===== config.mk =====
export PLATFORM = sky130hd
export DESIGN_NAME = stack_push_pop_unit
export DESIGN_NICKNAME = d
export VERILOG_FILES = /design/src/rtl/stack_unit_pkg.sv /design/src/rtl/stack_push_pop_unit.sv
export SDC_FILE = /design/constraint.sdc
export NUM_CORES = 1
export LEC_CHECK = 0
export BUFFER_PORTS_ARGS = -buffer_cell sky130_fd_sc_hd__buf_2
export CORE_MARGIN = 5
export CORE_UTILIZATION = 52
export CTS_BUF_LIST = sky130_fd_sc_hd__clkbuf_2 sky130_fd_sc_hd__clkbuf_4 sky130_fd_sc_hd__clkbuf_8
export DETAILED_ROUTE_END_ITERATION = 8
export HOLD_SLACK_MARGIN = 0.05
export PLACE_DENSITY = 0.77
export RECOVER_POWER = 100
export SLEW_MARGIN = 20
export SYNTH_ARGS = -nofsm -noshare
export SYNTH_HDL_FRONTEND = slang
export SYNTH_SLANG_ARGS = --single-unit

===== constraint.sdc =====
create_clock -name CLK_I -period 4.33 [get_ports CLK_I]
set_clock_uncertainty 0.05 [all_clocks]
set_input_delay 0.866 -clock CLK_I [delete_from_list [all_inputs] [get_ports CLK_I]]
set_output_delay 0.866 -clock CLK_I [all_outputs]
set_load 0.03 [all_outputs]

===== src/rtl/stack_unit_pkg.sv =====
// Purpose: shared types and constants of the stack push/pop unit
// Assumes: 32-bit stack pointer, stack memory addressed as stack-segment offsets
// Notes:   byte enables are relative to the addressed slot, lane 0 lowest
package stack_unit_pkg;
	// =====================================================================
	// sizes and steps
	localparam logic [31:0] SIZE_WORD     = 32'h0000_0002;
	localparam logic [31:0] SIZE_DWORD    = 32'h0000_0004;
	localparam logic [31:0] ERR_STEP      = 32'h0000_0004;
	localparam logic [31:0] OFFSET_ZERO   = 32'h0000_0000;
	localparam logic [3:0]  BE_LO16       = 4'h3;
	localparam logic [3:0]  BE_ALL        = 4'hF;
	localparam logic [15:0] HALF_ZERO     = 16'h0000;
	// =====================================================================
	// pop-to-memory wrap corner
	localparam logic [15:0] SP_WRAP_DWORD = 16'hFFFC;
	localparam logic [15:0] SP_WRAP_WORD  = 16'hFFFE;
	localparam logic [31:0] SS_WRAP_BASE  = 32'h0001_0000;
	// =====================================================================
	// enumerations
	typedef enum logic [1:0] {VAR_DEFAULT, VAR_ALT, VAR_LEGACY} variant_t;
	typedef enum logic [2:0] {OP_PUSH_SEL, OP_POP_SEL, OP_PUSH_ERR, OP_POP_MEM,
		OP_FAR_CALL, OP_RET_GATE16} op_t;
	typedef enum logic [1:0] {EXC_NONE, EXC_SEG, EXC_STACK, EXC_BRANCH} exc_t;
	typedef enum {S_IDLE, S_EXEC, S_WRITE, S_READ, S_DONE} state_t;
	// =====================================================================
	// carriers
	typedef struct packed {
		op_t         op;
		logic        opsize32;      // operand size is 32 bits
		logic        stack32;       // stack segment is 32-bit
		logic        prot_mode;     // protected mode
		logic        ss_big;        // stack segment larger than 64 Kbyte
		logic        upper_ok;      // bytes 3 and 4 within limit and on present page
		logic        sp_base;       // scale_index_base_byte names stack_pointer as base
		logic        br_limit_viol; // branch target beyond segment limit
		logic        br_rights_viol;// branch target access rights violation
		logic [31:0] sp;            // stack_pointer before the instruction
		logic [31:0] data;          // selector, error code or old code selector
		logic [31:0] eip;           // old instruction pointer for far call
		logic [31:0] ea_off;        // scaled index plus displacement
	} cmd_t;
	typedef struct packed {
		logic        valid;
		logic        write;
		logic [31:0] addr;          // stack-segment offset
		logic [31:0] data;
		logic [3:0]  be;
	} mem_req_t;
endpackage : stack_unit_pkg


===== src/rtl/stack_push_pop_unit.sv =====
// Purpose: stack push/pop sequencing between execution core and stack memory
// Assumes: one command at a time; memory answers each request with one MEM_ACK_I
// Notes:   VARIANT picks selector, wrap and error-code behaviour at elaboration
// How it works
// RULE1: default selector push writes two bytes only
// RULE2: alternative selector push zero-extends to operand size
// RULE3: default selector pop reads two bytes
// RULE4: alternative selector pop reads operand size
// RULE5: alternative faults on bad selector upper bytes
// RULE6: default wrapping pop writes offset zero plus index
// RULE7: alternative wrapping pop faults or writes 10000H
// RULE8: error code pushed as zero-extended four bytes
// RULE9: legacy error code two bytes, pointer minus four
// RULE10: far call checks branch before any push
// RULE11: limit or rights violation is branch fault
// RULE12: branch fault restores pre-instruction stack pointer
// RULE13: return through 16-bit gate zeroes pointer top
// RULE14: variant chosen by static parameter
`timescale 1ns/1ps
`default_nettype none
module stack_push_pop_unit
#(
	parameter stack_unit_pkg::variant_t VARIANT = stack_unit_pkg::VAR_DEFAULT // RULE14
)
(
	input  wire logic                     CLK_I,
	input  wire logic                     RST_N_I,
	input  wire logic                     CMD_VALID_I,
	input  wire stack_unit_pkg::cmd_t     CMD_I,
	output logic                          CMD_READY_O,
	output stack_unit_pkg::mem_req_t      MEM_REQ_O,
	input  wire logic                     MEM_ACK_I,
	input  wire logic [31:0]              MEM_RDATA_I,
	output logic                          DONE_O,
	output stack_unit_pkg::exc_t          EXC_O,
	output logic [31:0]                   SP_O,
	output logic [31:0]                   POP_DATA_O
);
	import stack_unit_pkg::*;

	// =====================================================================
	// helpers
	// stack pointer step that keeps the upper half on a 16-bit stack
	function automatic logic [31:0] sp_move(input logic [31:0] sp, input logic [31:0] d,
		input logic up, input logic s32);
		logic [31:0] r;
		r = up ? sp + d : sp - d;
		return s32 ? r : {sp[31:16], r[15:0]};
	endfunction : sp_move

	// segment offset seen by memory for a given pointer
	function automatic logic [31:0] ss_off(input logic [31:0] sp, input logic s32);
		return s32 ? sp : {HALF_ZERO, sp[15:0]};
	endfunction : ss_off

	// =====================================================================
	// state
	state_t      state_reg;
	cmd_t        cmd_reg;
	mem_req_t    req_reg;
	logic [31:0] sp_reg;
	logic [31:0] orig_sp_reg;
	logic        second_reg;
	logic        done_reg;
	exc_t        exc_reg;
	logic [31:0] pop_data_reg;
	logic        ready_reg;     // idle flag held in a flop of its own, so the port carries no decode

	// =====================================================================
	// decode of the latched command
	wire         op32      = cmd_reg.opsize32;
	wire         s32       = cmd_reg.stack32;
	wire         is_alt    = (VARIANT == VAR_ALT);
	wire         err_full  = (VARIANT != VAR_LEGACY);
	wire         is_sel    = (cmd_reg.op == OP_PUSH_SEL) || (cmd_reg.op == OP_POP_SEL);
	wire [31:0]  dsz       = op32 ? SIZE_DWORD : SIZE_WORD;
	wire         sel_fault = is_alt && op32 && is_sel && !cmd_reg.upper_ok;  // RULE5
	wire         br_fault  = cmd_reg.br_limit_viol | cmd_reg.br_rights_viol; // RULE11
	wire         wrap_hit  = !s32 && cmd_reg.sp_base && (op32 ?
		(sp_reg[15:0] == SP_WRAP_DWORD) : (sp_reg[15:0] == SP_WRAP_WORD));
	wire         wrap_fault = is_alt && wrap_hit && (!cmd_reg.prot_mode || !cmd_reg.ss_big); // RULE7

	// push step, lanes and data
	wire [31:0]  push_step = (cmd_reg.op == OP_PUSH_ERR) ? (s32 ? ERR_STEP : SIZE_WORD) : dsz; // RULE9
	wire [31:0]  sp_pushed = sp_move(sp_reg, push_step, 1'b0, s32);
	wire [3:0]   push_be   = (cmd_reg.op == OP_PUSH_SEL) ? ((is_alt && op32) ? BE_ALL : BE_LO16) :
		(cmd_reg.op == OP_PUSH_ERR) ? ((s32 && err_full) ? BE_ALL : BE_LO16) : // RULE8
		(op32 ? BE_ALL : BE_LO16);                                           // RULE1 RULE2
	wire [31:0]  push_data = second_reg ? cmd_reg.eip : {HALF_ZERO, cmd_reg.data[15:0]};

	// pop lanes and destination
	wire [31:0]  sp_popped = sp_move(sp_reg, dsz, 1'b1, s32);
	wire [3:0]   pop_be    = (cmd_reg.op == OP_POP_SEL) ? ((is_alt && op32) ? BE_ALL : BE_LO16) :
		(cmd_reg.op == OP_POP_MEM) ? (op32 ? BE_ALL : BE_LO16) : BE_LO16; // RULE3 RULE4
	wire [31:0]  pop_val   = MEM_RDATA_I & {{16{pop_be[3]}}, 16'hFFFF};
	wire [31:0]  dest_base = (is_alt && wrap_hit) ? SS_WRAP_BASE :                // RULE7
		(cmd_reg.sp_base ? ss_off(sp_popped, s32) : OFFSET_ZERO);              // RULE6
	wire [31:0]  pop_dest  = dest_base + cmd_reg.ea_off;

	// =====================================================================
	// sequencer
	always_ff @(posedge CLK_I)
	begin
		if (!RST_N_I)
		begin
			state_reg    <= S_IDLE;
			cmd_reg      <= '0;
			req_reg      <= '0;
			sp_reg       <= '0;
			orig_sp_reg  <= '0;
			second_reg   <= 1'b0;
			done_reg     <= 1'b0;
			exc_reg      <= EXC_NONE;
			pop_data_reg <= '0;
			ready_reg    <= 1'b1;
		end
		else
		begin
			done_reg <= 1'b0;
			unique case (state_reg)
			S_IDLE:
			begin
				if (CMD_VALID_I)
				begin
					cmd_reg     <= CMD_I;
					sp_reg      <= CMD_I.sp;
					orig_sp_reg <= CMD_I.sp;
					second_reg  <= 1'b0;
					exc_reg     <= EXC_NONE;
					ready_reg   <= 1'b0;
					state_reg   <= S_EXEC;
				end
			end
			S_EXEC:
			begin
				if (cmd_reg.op == OP_FAR_CALL && br_fault)
				begin
					exc_reg   <= EXC_BRANCH;     // RULE10
					sp_reg    <= orig_sp_reg;    // RULE12
					state_reg <= S_DONE;
				end
				else if (sel_fault || (cmd_reg.op == OP_POP_MEM && wrap_fault))
				begin
					exc_reg   <= sel_fault ? EXC_SEG : EXC_STACK; // RULE5 RULE7
					state_reg <= S_DONE;
				end
				else if (cmd_reg.op == OP_PUSH_SEL || cmd_reg.op == OP_PUSH_ERR ||
					cmd_reg.op == OP_FAR_CALL)
				begin
					sp_reg    <= sp_pushed;      // RULE1 RULE8
					req_reg   <= '{1'b1, 1'b1, ss_off(sp_pushed, s32), push_data, push_be};
					state_reg <= S_WRITE;
				end
				else
				begin
					req_reg   <= '{1'b1, 1'b0, ss_off(sp_reg, s32), 32'h0000_0000, pop_be};
					state_reg <= S_READ;
				end
			end
			S_WRITE:
			begin
				if (MEM_ACK_I && cmd_reg.op == OP_FAR_CALL && !second_reg)
				begin
					// old code selector is down, instruction pointer follows
					second_reg <= 1'b1;
					sp_reg     <= sp_pushed;
					req_reg    <= '{1'b1, 1'b1, ss_off(sp_pushed, s32), cmd_reg.eip, push_be};
				end
				else if (MEM_ACK_I)
				begin
					req_reg   <= '0;
					state_reg <= S_DONE;
				end
			end
			S_READ:
			begin
				if (MEM_ACK_I)
				begin
					pop_data_reg <= pop_val;
					if (cmd_reg.op == OP_RET_GATE16)
					begin
						sp_reg    <= {HALF_ZERO, MEM_RDATA_I[15:0]}; // RULE13
						req_reg   <= '0;
						state_reg <= S_DONE;
					end
					else if (cmd_reg.op == OP_POP_MEM)
					begin
						sp_reg    <= sp_popped;
						req_reg   <= '{1'b1, 1'b1, pop_dest, pop_val, pop_be}; // RULE6
						state_reg <= S_WRITE;
					end
					else
					begin
						sp_reg    <= sp_popped;  // RULE3 RULE4
						req_reg   <= '0;
						state_reg <= S_DONE;
					end
				end
			end
			S_DONE:
			begin
				done_reg  <= 1'b1;
				ready_reg <= 1'b1;
				state_reg <= S_IDLE;
			end
			endcase
		end
	end

	// =====================================================================
	// outputs straight from flops
	assign CMD_READY_O = ready_reg;
	assign MEM_REQ_O   = req_reg;
	assign DONE_O      = done_reg;
	assign EXC_O       = exc_reg;
	assign SP_O        = sp_reg;
	assign POP_DATA_O  = pop_data_reg;

	// =====================================================================
	// checks
	wire in_exec  = (state_reg == S_EXEC);
endmodule : stack_push_pop_unit
`default_nettype wire


# Word level (Yosys, flattened, before mapping)
# Cells that the tools add are included.
[word_totals] ff_bits=291 out_inout_bits=138 elab_cells=114 in_bits=175
[op_classes] bitwise_logic=2 addsub=3 eq_ne=18 mux=48 reduce_logical=21
[op_table] cell="$mux W32" count=17
[op_table] cell="$mux W70" count=6
[op_table] cell="$pmux W70 S3" count=1
[op_table] cell="$pmux W32 S5" count=1
[op_table] cell="$pmux W32 S4" count=1
[op_table] cell="$mux W69" count=1
[op_table] cell="$eq A32 B2 Y1 const B" count=2
[op_table] cell="$add A32 B3 Y32" count=1
[op_table] cell="$add A32 B32 Y32" count=1
[op_table] cell="$and A32 B32 Y32" count=1
[op_table] cell="$eq A32 B1 Y1 const B" count=1
[op_table] cell="$eq A32 B3 Y1 const B" count=1
[op_table] cell="$logic_not A32 Y1" count=1
[op_table] cell="$sub A32 B3 Y32" count=1
[op_table] cell="$mux W4" count=6
[op_table] cell="$mux W3" count=6
[op_table] cell="$ne A2 B2 Y1 const B" count=7
[op_table] cell="$reduce_and A4 Y1" count=2
[op_table] cell="$eq A3 B2 Y1 const B" count=2
[op_table] cell="$eq A3 B3 Y1 const B" count=2
[op_table] cell="$ne A3 B3 Y1 const B" count=2
[op_table] cell="$reduce_and A2 Y1" count=3
[op_table] cell="$reduce_and A3 Y1" count=2
[op_table] cell="$reduce_bool A2 Y1" count=3
[op_table] cell="13 further kinds" count=21

# Logic depth before layout (Yosys ltp)
# Gate-level depths: netlist of run 1.
[logic_depth] depth_word=10 mapped_depth=19 ltp_nobuf=19

# Worst setup path after synthesis of run 1
# OpenSTA, ideal clock, no wires.
[synth_path] path_kind="register to register" startpoint="reg sp_reg[10] (netlist: SP_O[10])" endpoint="reg req_reg, in the netlist MEM_REQ_O[65]" stages_incl_launch_ff=16 slack_ns=0.362 arrival_time_ns=3.801 synth_period_minus_slack_ns=3.968 path_buffers=1 setup_time_ns=0.117 required_ns=4.163 path_cell_list="dfxtp_1 buf_2 nand4_1 nor4_1 and3_1 xor2_1 and2_1 ha_1 and4_1 nand3_1 or2_2 o211ai_2 nand3_1 o21ai_0 xor2_1 a22o_1"
[synth_via] elab_chain_cells=9
[synth_lines] item="from (decl)" line="stack_push_pop_unit.sv:61" rtl="logic [31:0] sp_reg;"
[synth_lines] item="from (signal assigned)" line="stack_push_pop_unit.sv:126" rtl="sp_reg <= CMD_I.sp;"
[synth_lines] item="from (signal assigned)" line="stack_push_pop_unit.sv:139" rtl="sp_reg <= orig_sp_reg;"
[synth_lines] item="from (signal assigned)" line="stack_push_pop_unit.sv:150" rtl="sp_reg <= sp_pushed;"
[synth_lines] item="$add A32 B3 Y32" line="stack_push_pop_unit.sv:47" rtl="r = up ? sp + d : sp - d;"
[synth_lines] item="$mux W32" line="stack_push_pop_unit.sv:48" rtl="return s32 ? r : {sp[31:16], r[15:0]};"
[synth_lines] item="$mux W32" line="stack_push_pop_unit.sv:53" rtl="return s32 ? sp : {HALF_ZERO, sp[15:0]};"
[synth_lines] item="$mux W32" line="stack_push_pop_unit.sv:97" rtl="(cmd_reg.sp_base ? ss_off(sp_popped, s32) : OFFSET_ZERO);"
[synth_lines] item="$add A32 B32 Y32" line="stack_push_pop_unit.sv:98" rtl="wire [31:0] pop_dest = dest_base + cmd_reg.ea_off;"
[synth_lines] item="$mux W70" line="stack_push_pop_unit.sv:186" rtl="else if (cmd_reg.op == OP_POP_MEM)"
[synth_lines] item="$mux W70" line="stack_push_pop_unit.sv:180" rtl="if (cmd_reg.op == OP_RET_GATE16)"
[synth_lines] item="$mux W70" line="stack_push_pop_unit.sv:177" rtl="if (MEM_ACK_I)"
[synth_lines] item="$pmux W70 S3 (*)" line="stack_push_pop_unit.sv:120" rtl="unique case (state_reg)"
[synth_lines] item="to (signal assigned)" line="stack_push_pop_unit.sv:151" rtl="req_reg <= '{1'b1, 1'b1, ss_off(sp_pushed, s32), push_data, push_be};"
[synth_lines] item="to (signal assigned)" line="stack_push_pop_unit.sv:167" rtl="req_reg <= '{1'b1, 1'b1, ss_off(sp_pushed, s32), cmd_reg.eip, push_be};"
[synth_lines] item="to (signal assigned)" line="stack_push_pop_unit.sv:189" rtl="req_reg <= '{1'b1, 1'b1, pop_dest, pop_val, pop_be};"
[synth_lines] item="to (decl)" line="stack_push_pop_unit.sv:60" rtl="mem_req_t req_reg;"
# Every way passes the cells marked *; elsewhere a longest branch is shown, timed or not. The select of a mux whose other input is x is not followed.
# A chain may end at the register's enable or synchronous reset.

# Final worst setup path of run 1
[layout_path] startpoint="reg cmd_reg, in the netlist op32" endpoint="reg req_reg, in the netlist MEM_REQ_O[58]"
[layout_via] elab_chain_cells=10
[layout_lines] item="from (decl)" line="stack_push_pop_unit.sv:59" rtl="cmd_t cmd_reg;"
[layout_lines] item="from (signal assigned)" line="stack_push_pop_unit.sv:107" rtl="cmd_reg <= '0;"
[layout_lines] item="from (signal assigned)" line="stack_push_pop_unit.sv:125" rtl="cmd_reg <= CMD_I;"
[layout_lines] item="$mux W3 (*)" line="stack_push_pop_unit.sv:76" rtl="wire [31:0] dsz = op32 ? SIZE_DWORD : SIZE_WORD;"
[layout_lines] item="$add A32 B3 Y32" line="stack_push_pop_unit.sv:47"
[layout_lines] item="$mux W32" line="stack_push_pop_unit.sv:48"
[layout_lines] item="$mux W32" line="stack_push_pop_unit.sv:53"
[layout_lines] item="$mux W32" line="stack_push_pop_unit.sv:97"
[layout_lines] item="$add A32 B32 Y32" line="stack_push_pop_unit.sv:98"
[layout_lines] item="$mux W70" line="stack_push_pop_unit.sv:186"
[layout_lines] item="$mux W70" line="stack_push_pop_unit.sv:180"
[layout_lines] item="$mux W70" line="stack_push_pop_unit.sv:177"
[layout_lines] item="$pmux W70 S3 (*)" line="stack_push_pop_unit.sv:120"
# Marks and branches as above.

==> metrics.md, run 1 <==
| Metric | Value |
|---|---|
| Placement row count | 61 |
| Largest cells by area after synthesis | dfxtp_1 (35%), nand2_1 (9.2%), a21boi_0 (7.7%) |
| PwrDens | 447 mW/mm² |
| LEAKAGE | 6.95 nW |
| Fin. max-slew vios | 264 |
| Core Footprint | 0.0279 mm² |
| Asr flop ratio synth | 0% |
| Finished Core Util | 62.2% |
| Worst-path maximum fanout | 6 |
| Count of final setup violators | 0 |
| Worst-margin pin slew | 2.52 ns |
| Syn. warnings | 0 |
| CTS tree | yes |
| Synth area leader | dfxtp_1 |
| Die Wd | 178 µm |
| Crit path capture type | flop |
| Post-DRT Antenna Nets | 0 |
| Clock power frac | 30.0% |
| Die area | 0.0318 mm² |
| Reg power frac | 37.3% |
| Worst r2r dst | MEM_REQ_O[58]$_SDFFE_PN0P_ |
| Sw Share | 38.7% |
| Pin count of the biggest net entering global routing | 119 |
| HPWL Detailed | 36.7 mm |
| Primary FF master, synth | dfxtp_1 |
| FMAX | 0.239 GHz |
| DRC | 0 |
| TritonCTS Buffers | 45 |
| Die Ht | 178 µm |
| Via count normalized by instance count | 6.03 |
| Critical Path Max Stage Delay | 0.44 ns |
| Yosys cell types | 84 |
| Peak VDD IR | 0.000314 V |
| Area of the multi-input gates | 0.00893 mm² |
| Htree depth | 2 |
| Fill cell count | 2555 |
| EDFF count, synth | 0 |
| Sequential Area | 0.00516 mm² |
| Mapped Nets | 2057 |
| Max reg flops | 86 |
| Syn Std Cell Area | 0.0147 mm² |
| Synthesized area per cell | 7.98 µm² |
| Layout Nets | 2303 |
| Placed Area | 0.0165 mm² |
| Post-Layout Cell Count | 2505 |
| GRT Util Overall | 31.0% |
| WS Path Type | flop to flop |
| Slowest cell on the critical path | fa_1 |
| Critical-path cell list | inv_1 > ha_1 > fa_1 > nand4_1 > buf_4 > nor2_4 > and4_1 > xor2_1 > and2_0 > ha_2 > o21a_1 > o21a_1 > o22ai_1 > o211ai_1 > o21a_1 > or3_1 > a311oi_1 > nor3b_1 |
| Clk_lat worst skew | 0.58 ns |
| CTS sink cnt | 258 |
| Final Cycle Share | 96.7% |
| Final Cell Area | 0.0173 mm² |
| Share of layout cells above drive strength 1 | 15.9% |
| Switching component of the power | 0.00300 W |
| Data required time of the worst path | 4.73 ns |
| Status | complete, but fails checks |
| Vias in the first global route | 14400 |
| R2R Setup Slk | 0.14 ns |
| Synthesis-to-finish area growth | 17.8% |
| Pint | 0.00474 W |
| Routed vias | 15100 |
| Relative slew slack | -67.8% |
| Number of I/O port buffers | 293 |
| Commonest non-fill, non-tap cell in the layout | nand2_1 |
| CP startpoint | op32$_SDFFE_PN0P_ |
| Most frequent cells in the layout | nand2_1 (361), dfxtp_1 (258), buf_2 (155), a21boi_0 (152), clkbuf_1 (147) |
| Failing checks | max-capacitance violations, max-slew violations |
| Min Tclk post-route | 4.19 ns |
| Number of DRC markers in iteration 0 | 1614 |
| Setup TNS Final | 0 ns |
| IO Pins | 313 |
| Flops & latches, synth | 258 |
| Total routed wirelength | 51.3 mm |
| Hold Violations, Final | 0 |
| Max Buffers Root-to-Sink | 3 |
| First-pass GRT wire length | 79.1 mm |
| CTS root buf | clkbuf_8 |
| Worst R2R Path Depth | 18 |
| RSZ-0062 raised after global routing | no |
| Total gr overflow | 0 |
| CTS clk-pin slew, worst paths | 0.06 ns |
| RD Place Congestion | 0.975 |
| Crit path to | MEM_REQ_O[58]$_SDFFE_PN0P_ |
| Sequential area share after synthesis | 35.1% |
| DR WL/cell | 20.5 µm |
| Mapped Cells | 1844 |
| # placed instances | 2420 |
| CP most frequent cell | o21a_1 |
| Worst setup SP type | flop |
| Initial Util | 52.8% |
| Reg2reg start | op32$_SDFFE_PN0P_ |
| Initial antenna violation count | 4 |
| MaxCap Viol Count | 4 |
| Logic pwr share | 32.7% |
| Synth top area share | 35.1% |
| Hold/Removal Path Class | flop to flop |
| First drt pass iteration count | 6 |
| CP arrival | 4.58 ns |
[synth_stat cells, types with 22 or more instances]
cell type / instances
nor2_1: 90
clkbuf_1: 127
nor2b_1: 39
xor2_1: 31
a21boi_0: 150
dfxtp_1: 258
nor3_1: 22
o21ai_0: 77
xnor2_1: 48
a21oi_1: 106
ha_1: 35
o211a_1: 26
a22oi_1: 42
buf_2: 23
nand2_1: 362
nand3_1: 34
a221oi_1: 25
[area by class of cell]
type                            count  share of cell area, %
Clock inverter                      9                  0.375
Multi-Input combinational cell   1408                   51.5
Clock buffer                       71                   5.02
Inverter                           17                  0.368
Timing Repair Buffer              360                   10.1
Sequential cell                   258                   29.8
Antenna cell                        4                 0.0578
Tap cell                          378                   2.73
[how the worst min path moves through the flow]
stage | start | endpoint | slack, ns | cells after the start
after floorplan | cmd_reg[129]$_SDFFE_PN0P_ | cmd_reg[129]$_SDFFE_PN0P_ | 0.39 | 2
after global placement | MEM_REQ_O[59]$_SDFFE_PN0P_ | MEM_REQ_O[59]$_SDFFE_PN0P_ | 0.40 | 2
after detailed placement | MEM_REQ_O[59]$_SDFFE_PN0P_ | MEM_REQ_O[59]$_SDFFE_PN0P_ | 0.40 | 2
after CTS | MEM_REQ_O[59]$_SDFFE_PN0P_ | MEM_REQ_O[59]$_SDFFE_PN0P_ | 0.41 | 2
after global routing | POP_DATA_O[9]$_SDFFE_PN0P_ | POP_DATA_O[9]$_SDFFE_PN0P_ | 0.43 | 2
final | MEM_REQ_O[59]$_SDFFE_PN0P_ | MEM_REQ_O[59]$_SDFFE_PN0P_ | 0.41 | 2
[power by group through the flow]
| stage | Combinational, W | Sequential, W | Clock, W |
|---|---|---|---|
| after global placement | 0.00248 | 0.00291 | 0 |
| final | 0.00253 | 0.00288 | 0.00232 |
| after floorplan | 0.00149 | 0.00312 | 0 |
| after global routing | 0.00273 | 0.00291 | 0.00247 |
| after CTS | 0.00253 | 0.00287 | 0.00235 |
| after detailed placement | 0.00251 | 0.00292 | 0 |
[stage by stage]
| stage | setup slack (ns) | hold slack, ns | total power, W |
|---|---|---|---|
| 2_1_floorplan | 0.362 | 0.388 | 0.00461 |
| 3_3_place_gp | 0.112 | 0.397 | 0.00539 |
| 3_5_place_dp | 0.0600 | 0.403 | 0.00543 |
| 4_1_cts | 0.0278 | 0.411 | 0.00775 |
| 5_1_grt | 0.0160 | 0.434 | 0.00811 |
| 6_report | 0.144 | 0.414 | 0.00774 |
[routing by layer]
layer	global-route usage, %	share of wire [%]	up-vias
met5	0	0.066	-
met4	11.4	3.6	6
met3	7.29	9.6	123
met2	50.1	46	742
met1	40.5	41	7107
li1	-	-	7136
[cells by family (layout without fill, tap and decap cells)]
group | Yosys count | in the layout | synth area share (%)
adders and majority gates | 38 | 38 | 3.38
DFF | 258 | 258 | 35.1
AOI/OAI and AO/OA | 615 | 615 | 30.0
muxes | 7 | 7 | 0.476
xor gates and xnor gates | 79 | 79 | 4.70
other | 0 | 4 | 0
and+or+nand+nor | 669 | 669 | 21.4
buffers and inverters | 178 | 457 | 4.84
[what timing repair did]
| action | in CTS | in global routing |
|---|---|---|
| setup buffers | 0 | 1 |
| setup endpoints to repair | 0 | 9 |
| gates resized for setup | 0 | 11 |
| hold buffers | 0 | 0 |
[critical path, delay by kind of cell (launching register included)]
| kind | cells | cell delay (ns) |
|---|---|---|
| adders and majority gates | 3 | 0.98 |
| and+or+nand+nor | 6 | 0.97 |
| AOI/OAI and AO/OA | 6 | 1.31 |
| DFF | 1 | 0.34 |
| buffers and inverters | 2 | 0.22 |
| xor gates and xnor gates | 1 | 0.17 |
Power figures use the tool's default switching activity.
==> inputs of run 2 (changes only) <==
PLACE_DENSITY = 0.89   (was 0.77)
==> metrics.md, run 2 (same netlist as run 1, synthesis figures left out) <==
| Metric | Value |
|---|---|
| Data required time of the worst path | 4.77 ns (+0.04 ns) |
| RD Place Congestion | 1.00 (+2.7%) |
| Logic pwr share | 31.4% (-1.3 points) |
| TritonCTS Buffers | 46 (+2.2%) |
| Max reg flops | 86 (unchanged) |
| Min Tclk post-route | 4.11 ns (-0.0741 ns) |
| Share of layout cells above drive strength 1 | 15.3% (-0.57 points) |
| Critical Path Max Stage Delay | 0.34 ns (-0.10 ns) |
| WS Path Type | flop to flop |
| CTS tree | yes |
| Fill cell count | 2528 (-1.1%) |
| Via count normalized by instance count | 6.12 (+1.5%) |
| Critical-path cell list | buf_4 > ha_1 > a21oi_2 > nor3_1 > buf_4 > and3_1 > xor2_1 > and2_0 > ha_1 > a21o_1 > a31o_2 > o22ai_1 > o211ai_1 > o21ai_1 > clkbuf_2 > mux2i_1 > a21oi_1 > o31ai_1 |
| CTS sink cnt | 258 (unchanged) |
| Failing checks | max-capacitance violations, max-slew violations |
| Slowest cell on the critical path | ha_1 |
| Max Buffers Root-to-Sink | 3 (unchanged) |
| Synthesis-to-finish area growth | 17.3% |
| Reg power frac | 37.2% (about the same) |
| PwrDens | 455 mW/mm² (+1.9%) |
| Hold Violations, Final | 0 (unchanged) |
| HPWL Detailed | 37.4 mm (+1.9%) |
| Switching component of the power | 0.00301 W (+0.57%) |
| Fin. max-slew vios | 124 (-53%) |
| Routed vias | 15300 (+1.2%) |
| Die Ht | 178 µm (unchanged) |
| Most frequent cells in the layout | nand2_1 (362), dfxtp_1 (256), buf_2 (154), a21boi_0 (152), clkbuf_1 (146) |
| DRC | 0 (unchanged) |
| Clock power frac | 31.3% (+1.3 points) |
| Core Footprint | 0.0279 mm² (unchanged) |
| DR WL/cell | 20.7 µm (+1.2%) |
| LEAKAGE | 6.89 nW (-0.97%) |
| Initial antenna violation count | 7 (+3) |
| Peak VDD IR | 0.000331 V (+5.3%) |
| Setup TNS Final | 0 ns (unchanged) |
| Total gr overflow | 0 (unchanged) |
| Number of I/O port buffers | 293 (unchanged) |
| Initial Util | 52.8% (unchanged) |
| First-pass GRT wire length | 79.3 mm (+0.24%) |
| Worst setup SP type | flop |
| CTS Hold Buffers Added | 0 (unchanged) |
| Delay-heaviest family, CP | compound AO/OA/AOI/OAI gates |
| Worst-path maximum fanout | 9 (+3) |
| CP arrival | 4.55 ns (-0.03 ns) |
| Total routed wirelength | 51.8 mm (+0.83%) |
| CTS root buf | clkbuf_8 |
| Relative slew slack | -54.1% (+14 points) |
| MaxCap Viol Count | 3 (-1) |
| IO Pins | 313 (unchanged) |
| Sw Share | 38.4% (-0.33 points) |
| Crit path capture type | flop |
| Pin count of the biggest net entering global routing | 91 (-24%) |
| Hold/Removal Path Class | flop to flop |
| Finished Core Util | 61.9% (-0.28 points) |
| WP buf/inv | 3 (+1) |
| Status | complete, but fails checks |
| GRT Util Overall | 31.1% (+0.14 points) |
| FMAX | 0.243 GHz (+1.8%) |
| Vias in the first global route | 14700 (+1.5%) |
| Count of final setup violators | 0 (unchanged) |
| Area of the multi-input gates | 0.00883 mm² (-1.1%) |
| Die area | 0.0318 mm² (unchanged) |
| Htree depth | 2 (unchanged) |
| Pint | 0.00484 W (+2.0%) |
| Sequential Area | 0.00517 mm² (about the same) |
| Placement row count | 61 (unchanged) |
| CTS clk-pin slew, worst paths | 0.06 ns (about the same) |
| Worst-margin pin slew | 2.31 ns (-0.211 ns) |
| First drt pass iteration count | 5 (-1) |
| Post-DRT Antenna Nets | 0 (unchanged) |
| Final Cycle Share | 95.0% (-1.7 points) |
| RSZ-0062 raised after global routing | no |
| Clk_lat worst skew | 0.58 ns (about the same) |
| Die Wd | 178 µm (unchanged) |
| Number of DRC markers in iteration 0 | 1541 (-4.5%) |
| Layout Nets | 2297 (-0.26%) |
| Commonest non-fill, non-tap cell in the layout | nand2_1 |
## run 2: layer usage
metal / routed length (µm) / vias to the layer above / track usage (%) / part of all wire, %
met3: 5610 / 189 / 8.73 / 11
met4: 2640 / 10 / 15.5 / 5.1
li1: - / 7129 / - / -
met2: 23200 / 854 / 49.2 / 45
met1: 20200 / 7109 / 39.0 / 39
met5: 60 / - / 0 / 0.12
## run 2: power by group through the flow
stage / Sequential (W) / Clock, W / Combinational, W
4_1_cts: 0.00291 / 0.00249 / 0.00248
6_report: 0.00292 / 0.00246 / 0.00247
3_5_place_dp: 0.00296 / 0 / 0.00246
3_3_place_gp: 0.00294 / 0 / 0.00241
5_1_grt: 0.00296 / 0.00259 / 0.00265
2_1_floorplan: 0.00312 / 0 / 0.00149
## run 2: layout make-up
class                      count  area share, %
multi-input combinational   1408           51.2
sequential                   258           29.9
timing repair buffer         353           9.91
clock buffer                  71           5.26
tap                          378           2.74
clock inverter                10          0.558
inverter                      17          0.370
antenna                        2         0.0290
## run 2: what timing repair did
action | CTS | global route
resized for setup | 0 | 9
setup buffers | 0 | 1
endpoints found under the setup margin | 0 | 10
## run 2: worst register-to-register path: stages (launching register included)
cell and delay [ns]:
dfxtp_1 0.30, buf_4 0.15, ha_1 0.28, a21oi_2 0.24, nor3_1 0.10, buf_4 0.18
and3_1 0.23, xor2_1 0.15, and2_0 0.16, ha_1 0.34, a21o_1 0.22, a31o_2 0.23
o22ai_1 0.18, o211ai_1 0.25, o21ai_1 0.20, clkbuf_2 0.19, mux2i_1 0.23, a21oi_1 0.09
o31ai_1 0.25
## run 2: worst paths after layout
| path | start | endpoint | slack [ns] | cells past startpoint |
|---|---|---|---|---|
| min | cmd_reg[79]$_SDFFE_PN0P_ | cmd_reg[79]$_SDFFE_PN0P_ | 0.41 | 2 |
| max | op32$_SDFFE_PN0P_ | MEM_REQ_O[60]$_SDFFE_PN0P_ | 0.22 | 18 |
| min reg2reg | cmd_reg[79]$_SDFFE_PN0P_ | cmd_reg[79]$_SDFFE_PN0P_ | 0.41 | 2 |
| max reg2reg | op32$_SDFFE_PN0P_ | MEM_REQ_O[60]$_SDFFE_PN0P_ | 0.22 | 18 |
## run 2: metrics by stage
step / instances / total power, W / worst slack [ns] / hold WS (ns) / cell area, µm²
floorplan: 1844 / 0.00461 / 0.362 / 0.388 / 14700
global placement: 2413 / 0.00535 / 0.138 / 0.397 / 16500
detailed placement: 2413 / 0.00542 / 0.0825 / 0.405 / 16500
CTS: 2494 / 0.00787 / 0.0723 / 0.413 / 17500
global route: 2497 / 0.00820 / 0.0129 / 0.429 / 17300
finish: 2497 / 0.00785 / 0.218 / 0.413 / 17300
==> inputs of run 3 (changes only) <==
CELL_PAD_IN_SITES_DETAIL_PLACEMENT = 0   (was unset)
CELL_PAD_IN_SITES_GLOBAL_PLACEMENT = 1   (was unset)
CORE_UTILIZATION = 42   (was 52)
PLACE_DENSITY = 0.95   (was 0.89)
==> metrics.md, run 3 (same netlist as run 1, synthesis figures left out) <==
| Metric | Value |
|---|---|
| Status | complete, but fails checks |
| Failing checks | max-capacitance violations, max-slew violations |
| Max Buffers Root-to-Sink | 3 (unchanged) |
| Min Tclk post-route | 4.13 ns (+0.0156 ns) |
| # placed instances | 2497 (+3.5%) |
| First-pass GRT wire length | 81.3 mm (+2.5%) |
| PwrDens | 444 mW/mm² (-2.3%) |
| DR WL/cell | 20.7 µm (-0.21%) |
| LEAKAGE | 6.93 nW (+0.65%) |
| WS Path Type | flop to flop |
| Clk_lat worst skew | 0.58 ns (about the same) |
| Placement row count | 68 (+11%) |
| Initial Util | 42.6% (-10 points) |
| Share of layout cells above drive strength 1 | 16.0% (+0.67 points) |
| Pin count of the biggest net entering global routing | 115 (+26%) |
| HPWL Detailed | 38.8 mm (+3.8%) |
| Worst setup SP type | flop |
| RSZ-0062 raised after global routing | no |
| Initial antenna violation count | 9 (+2) |
| Number of DRC markers in iteration 0 | 1199 (-22%) |
| Count of final setup violators | 0 (unchanged) |
| Relative slew slack | -53.7% (+0.35 points) |
| Critical Path Max Stage Delay | 1.38 ns (+1.04 ns) |
| Layout Nets | 2306 (+0.39%) |
| Max reg flops | 86 (unchanged) |
| FMAX | 0.242 GHz (-0.38%) |
| DRC | 0 (unchanged) |
| Post-DRT Antenna Nets | 0 (unchanged) |
| Hold/Removal Path Class | flop to flop |
| Final Cycle Share | 95.3% (+0.36 points) |
| Worst-path maximum fanout | 19 (+10) |
| CTS tree | yes |
| Via count normalized by instance count | 5.80 (-5.3%) |
| MaxCap Viol Count | 5 (+2) |
| Peak VDD IR | 0.000303 V (-8.5%) |
| WP buf/inv | 1 (-2) |
| Die area | 0.0389 mm² (+22%) |
| CP arrival | 4.54 ns (about the same) |
| RD Place Congestion | 0.979 (-2.3%) |
| Vias in the first global route | 14300 (-2.2%) |
| GRT Util Overall | 25.9% (-5.2 points) |
| Placed Area | 0.0167 mm² (+1.0%) |
| Slowest cell on the critical path | nor2_1 |
| Worst-margin pin slew | 2.31 ns (+0.000294 ns) |
| Htree depth | 2 (unchanged) |
| CP most frequent cell | a21oi_1 |
| Critical-path cell list | nor3b_1 > a21oi_1 > nor2_1 > clkbuf_1 > nor2_1 > a211oi_1 > a21oi_1 > a221oi_1 > a21oi_1 |
| Hold Violations, Final | 0 (unchanged) |
| TritonCTS Buffers | 45 (-2.2%) |
| Setup TNS Final | 0 ns (unchanged) |
| CTS Hold Buffers Added | 0 (unchanged) |
| Most frequent cells in the layout | nand2_1 (361), dfxtp_1 (257), buf_2 (154), a21boi_0 (151), clkbuf_1 (145) |
| Core Footprint | 0.0345 mm² (+24%) |
| Routed vias | 15000 (-2.2%) |
| Commonest non-fill, non-tap cell in the layout | nand2_1 |
| Die Ht | 197 µm (+11%) |
| CTS sink cnt | 258 (unchanged) |
| IO Pins | 313 (unchanged) |
| CTS clk-pin slew, worst paths | 0.06 ns (about the same) |
| CTS root buf | clkbuf_8 |
| Post-Layout Cell Count | 2580 (+3.3%) |
| Delay-heaviest family, CP | simple AND/OR/NAND/NOR gates |
| Number of I/O port buffers | 293 (unchanged) |
| Final Cell Area | 0.0174 mm² (+0.99%) |
| R2R Setup Slk | 0.20 ns (-0.02 ns) |
| First drt pass iteration count | 5 (unchanged) |
| Die Wd | 197 µm (+11%) |
| Fin. max-slew vios | 227 (+83%) |
| Crit path capture type | flop |
| Fill cell count | 3496 (+38%) |
| Total routed wirelength | 53.4 mm (+3.1%) |
| Total gr overflow | 0 (unchanged) |
| Data required time of the worst path | 4.74 ns (-0.03 ns) |
| Synthesis-to-finish area growth | 18.4% |
run 3: report_power, final:
part | internal (W) | switching [W] | leakage, nW
logic | 0.000815 | 0.00170 | 4.33
registers | 0.00264 | 0.000274 | 2.11
clock network | 0.00128 | 0.00103 | 0.491
total | 0.00474 | 0.00301 | 6.93
run 3: through the flow:
| stage | setup WS [ns] | power (W) | utilization [%] | hold WS, ns |
|---|---|---|---|---|
| 6_report | 0.203 | 0.00774 | 50.4 | 0.417 |
| 5_1_grt | 0.00366 | 0.00811 | 50.4 | 0.441 |
| 4_1_cts | 0.00967 | 0.00779 | 50.9 | 0.414 |
| 3_5_place_dp | 0.0396 | 0.00547 | 48.2 | 0.406 |
| 3_3_place_gp | 0.123 | 0.00542 | 48.2 | 0.399 |
| 2_1_floorplan | 0.362 | 0.00461 | - | 0.388 |
run 3: worst reg2reg max path: stages, from the launching register on:
cell	delay, ns
dfxtp_1	0.46
nor3b_1	0.43
a21oi_1	0.35
nor2_1	1.38
clkbuf_1	0.51
nor2_1	0.10
a211oi_1	0.22
a21oi_1	0.10
a221oi_1	0.29
a21oi_1	0.11
run 3: path summary, 6_finish.rpt:
path / start / endpoint / cells after the start
setup / recovery: cmd_reg[138]$_SDFFE_PN0P_ / SP_O[26]$_SDFFE_PN0P_ / 9
hold / removal: POP_DATA_O[14]$_SDFFE_PN0P_ / POP_DATA_O[14]$_SDFFE_PN0P_ / 2
setup reg to reg: cmd_reg[138]$_SDFFE_PN0P_ / SP_O[26]$_SDFFE_PN0P_ / 9
hold reg to reg: POP_DATA_O[14]$_SDFFE_PN0P_ / POP_DATA_O[14]$_SDFFE_PN0P_ / 2
run 3: per-layer routing:
metal,up-vias,GRT usage [%],wire (µm)
li1,7159,-,-
met1,7018,35.0,22800
met2,633,40.5,23800
met3,134,6.17,4580
met4,12,9.78,2050
met5,-,0,63
run 3: final cells by class:
class / count / area, µm² / area share [%]
Multi-Input combinational cell: 1408 / 8900 / 51.1
Sequential cell: 258 / 5170 / 29.7
Timing Repair Buffer: 363 / 1790 / 10.3
Clock buffer: 69 / 875 / 5.02
Tap cell: 455 / 569 / 3.27
Inverter: 17 / 63.8 / 0.366
Clock inverter: 7 / 47.5 / 0.273
Antenna cell: 3 / 7.51 / 0.0431
run 3: repair_timing:
item	CTS	global route
endpoints found under the setup margin	0	13
gates resized for setup	0	16
endpoints found under the hold margin	0	0
buffers inserted	0	4
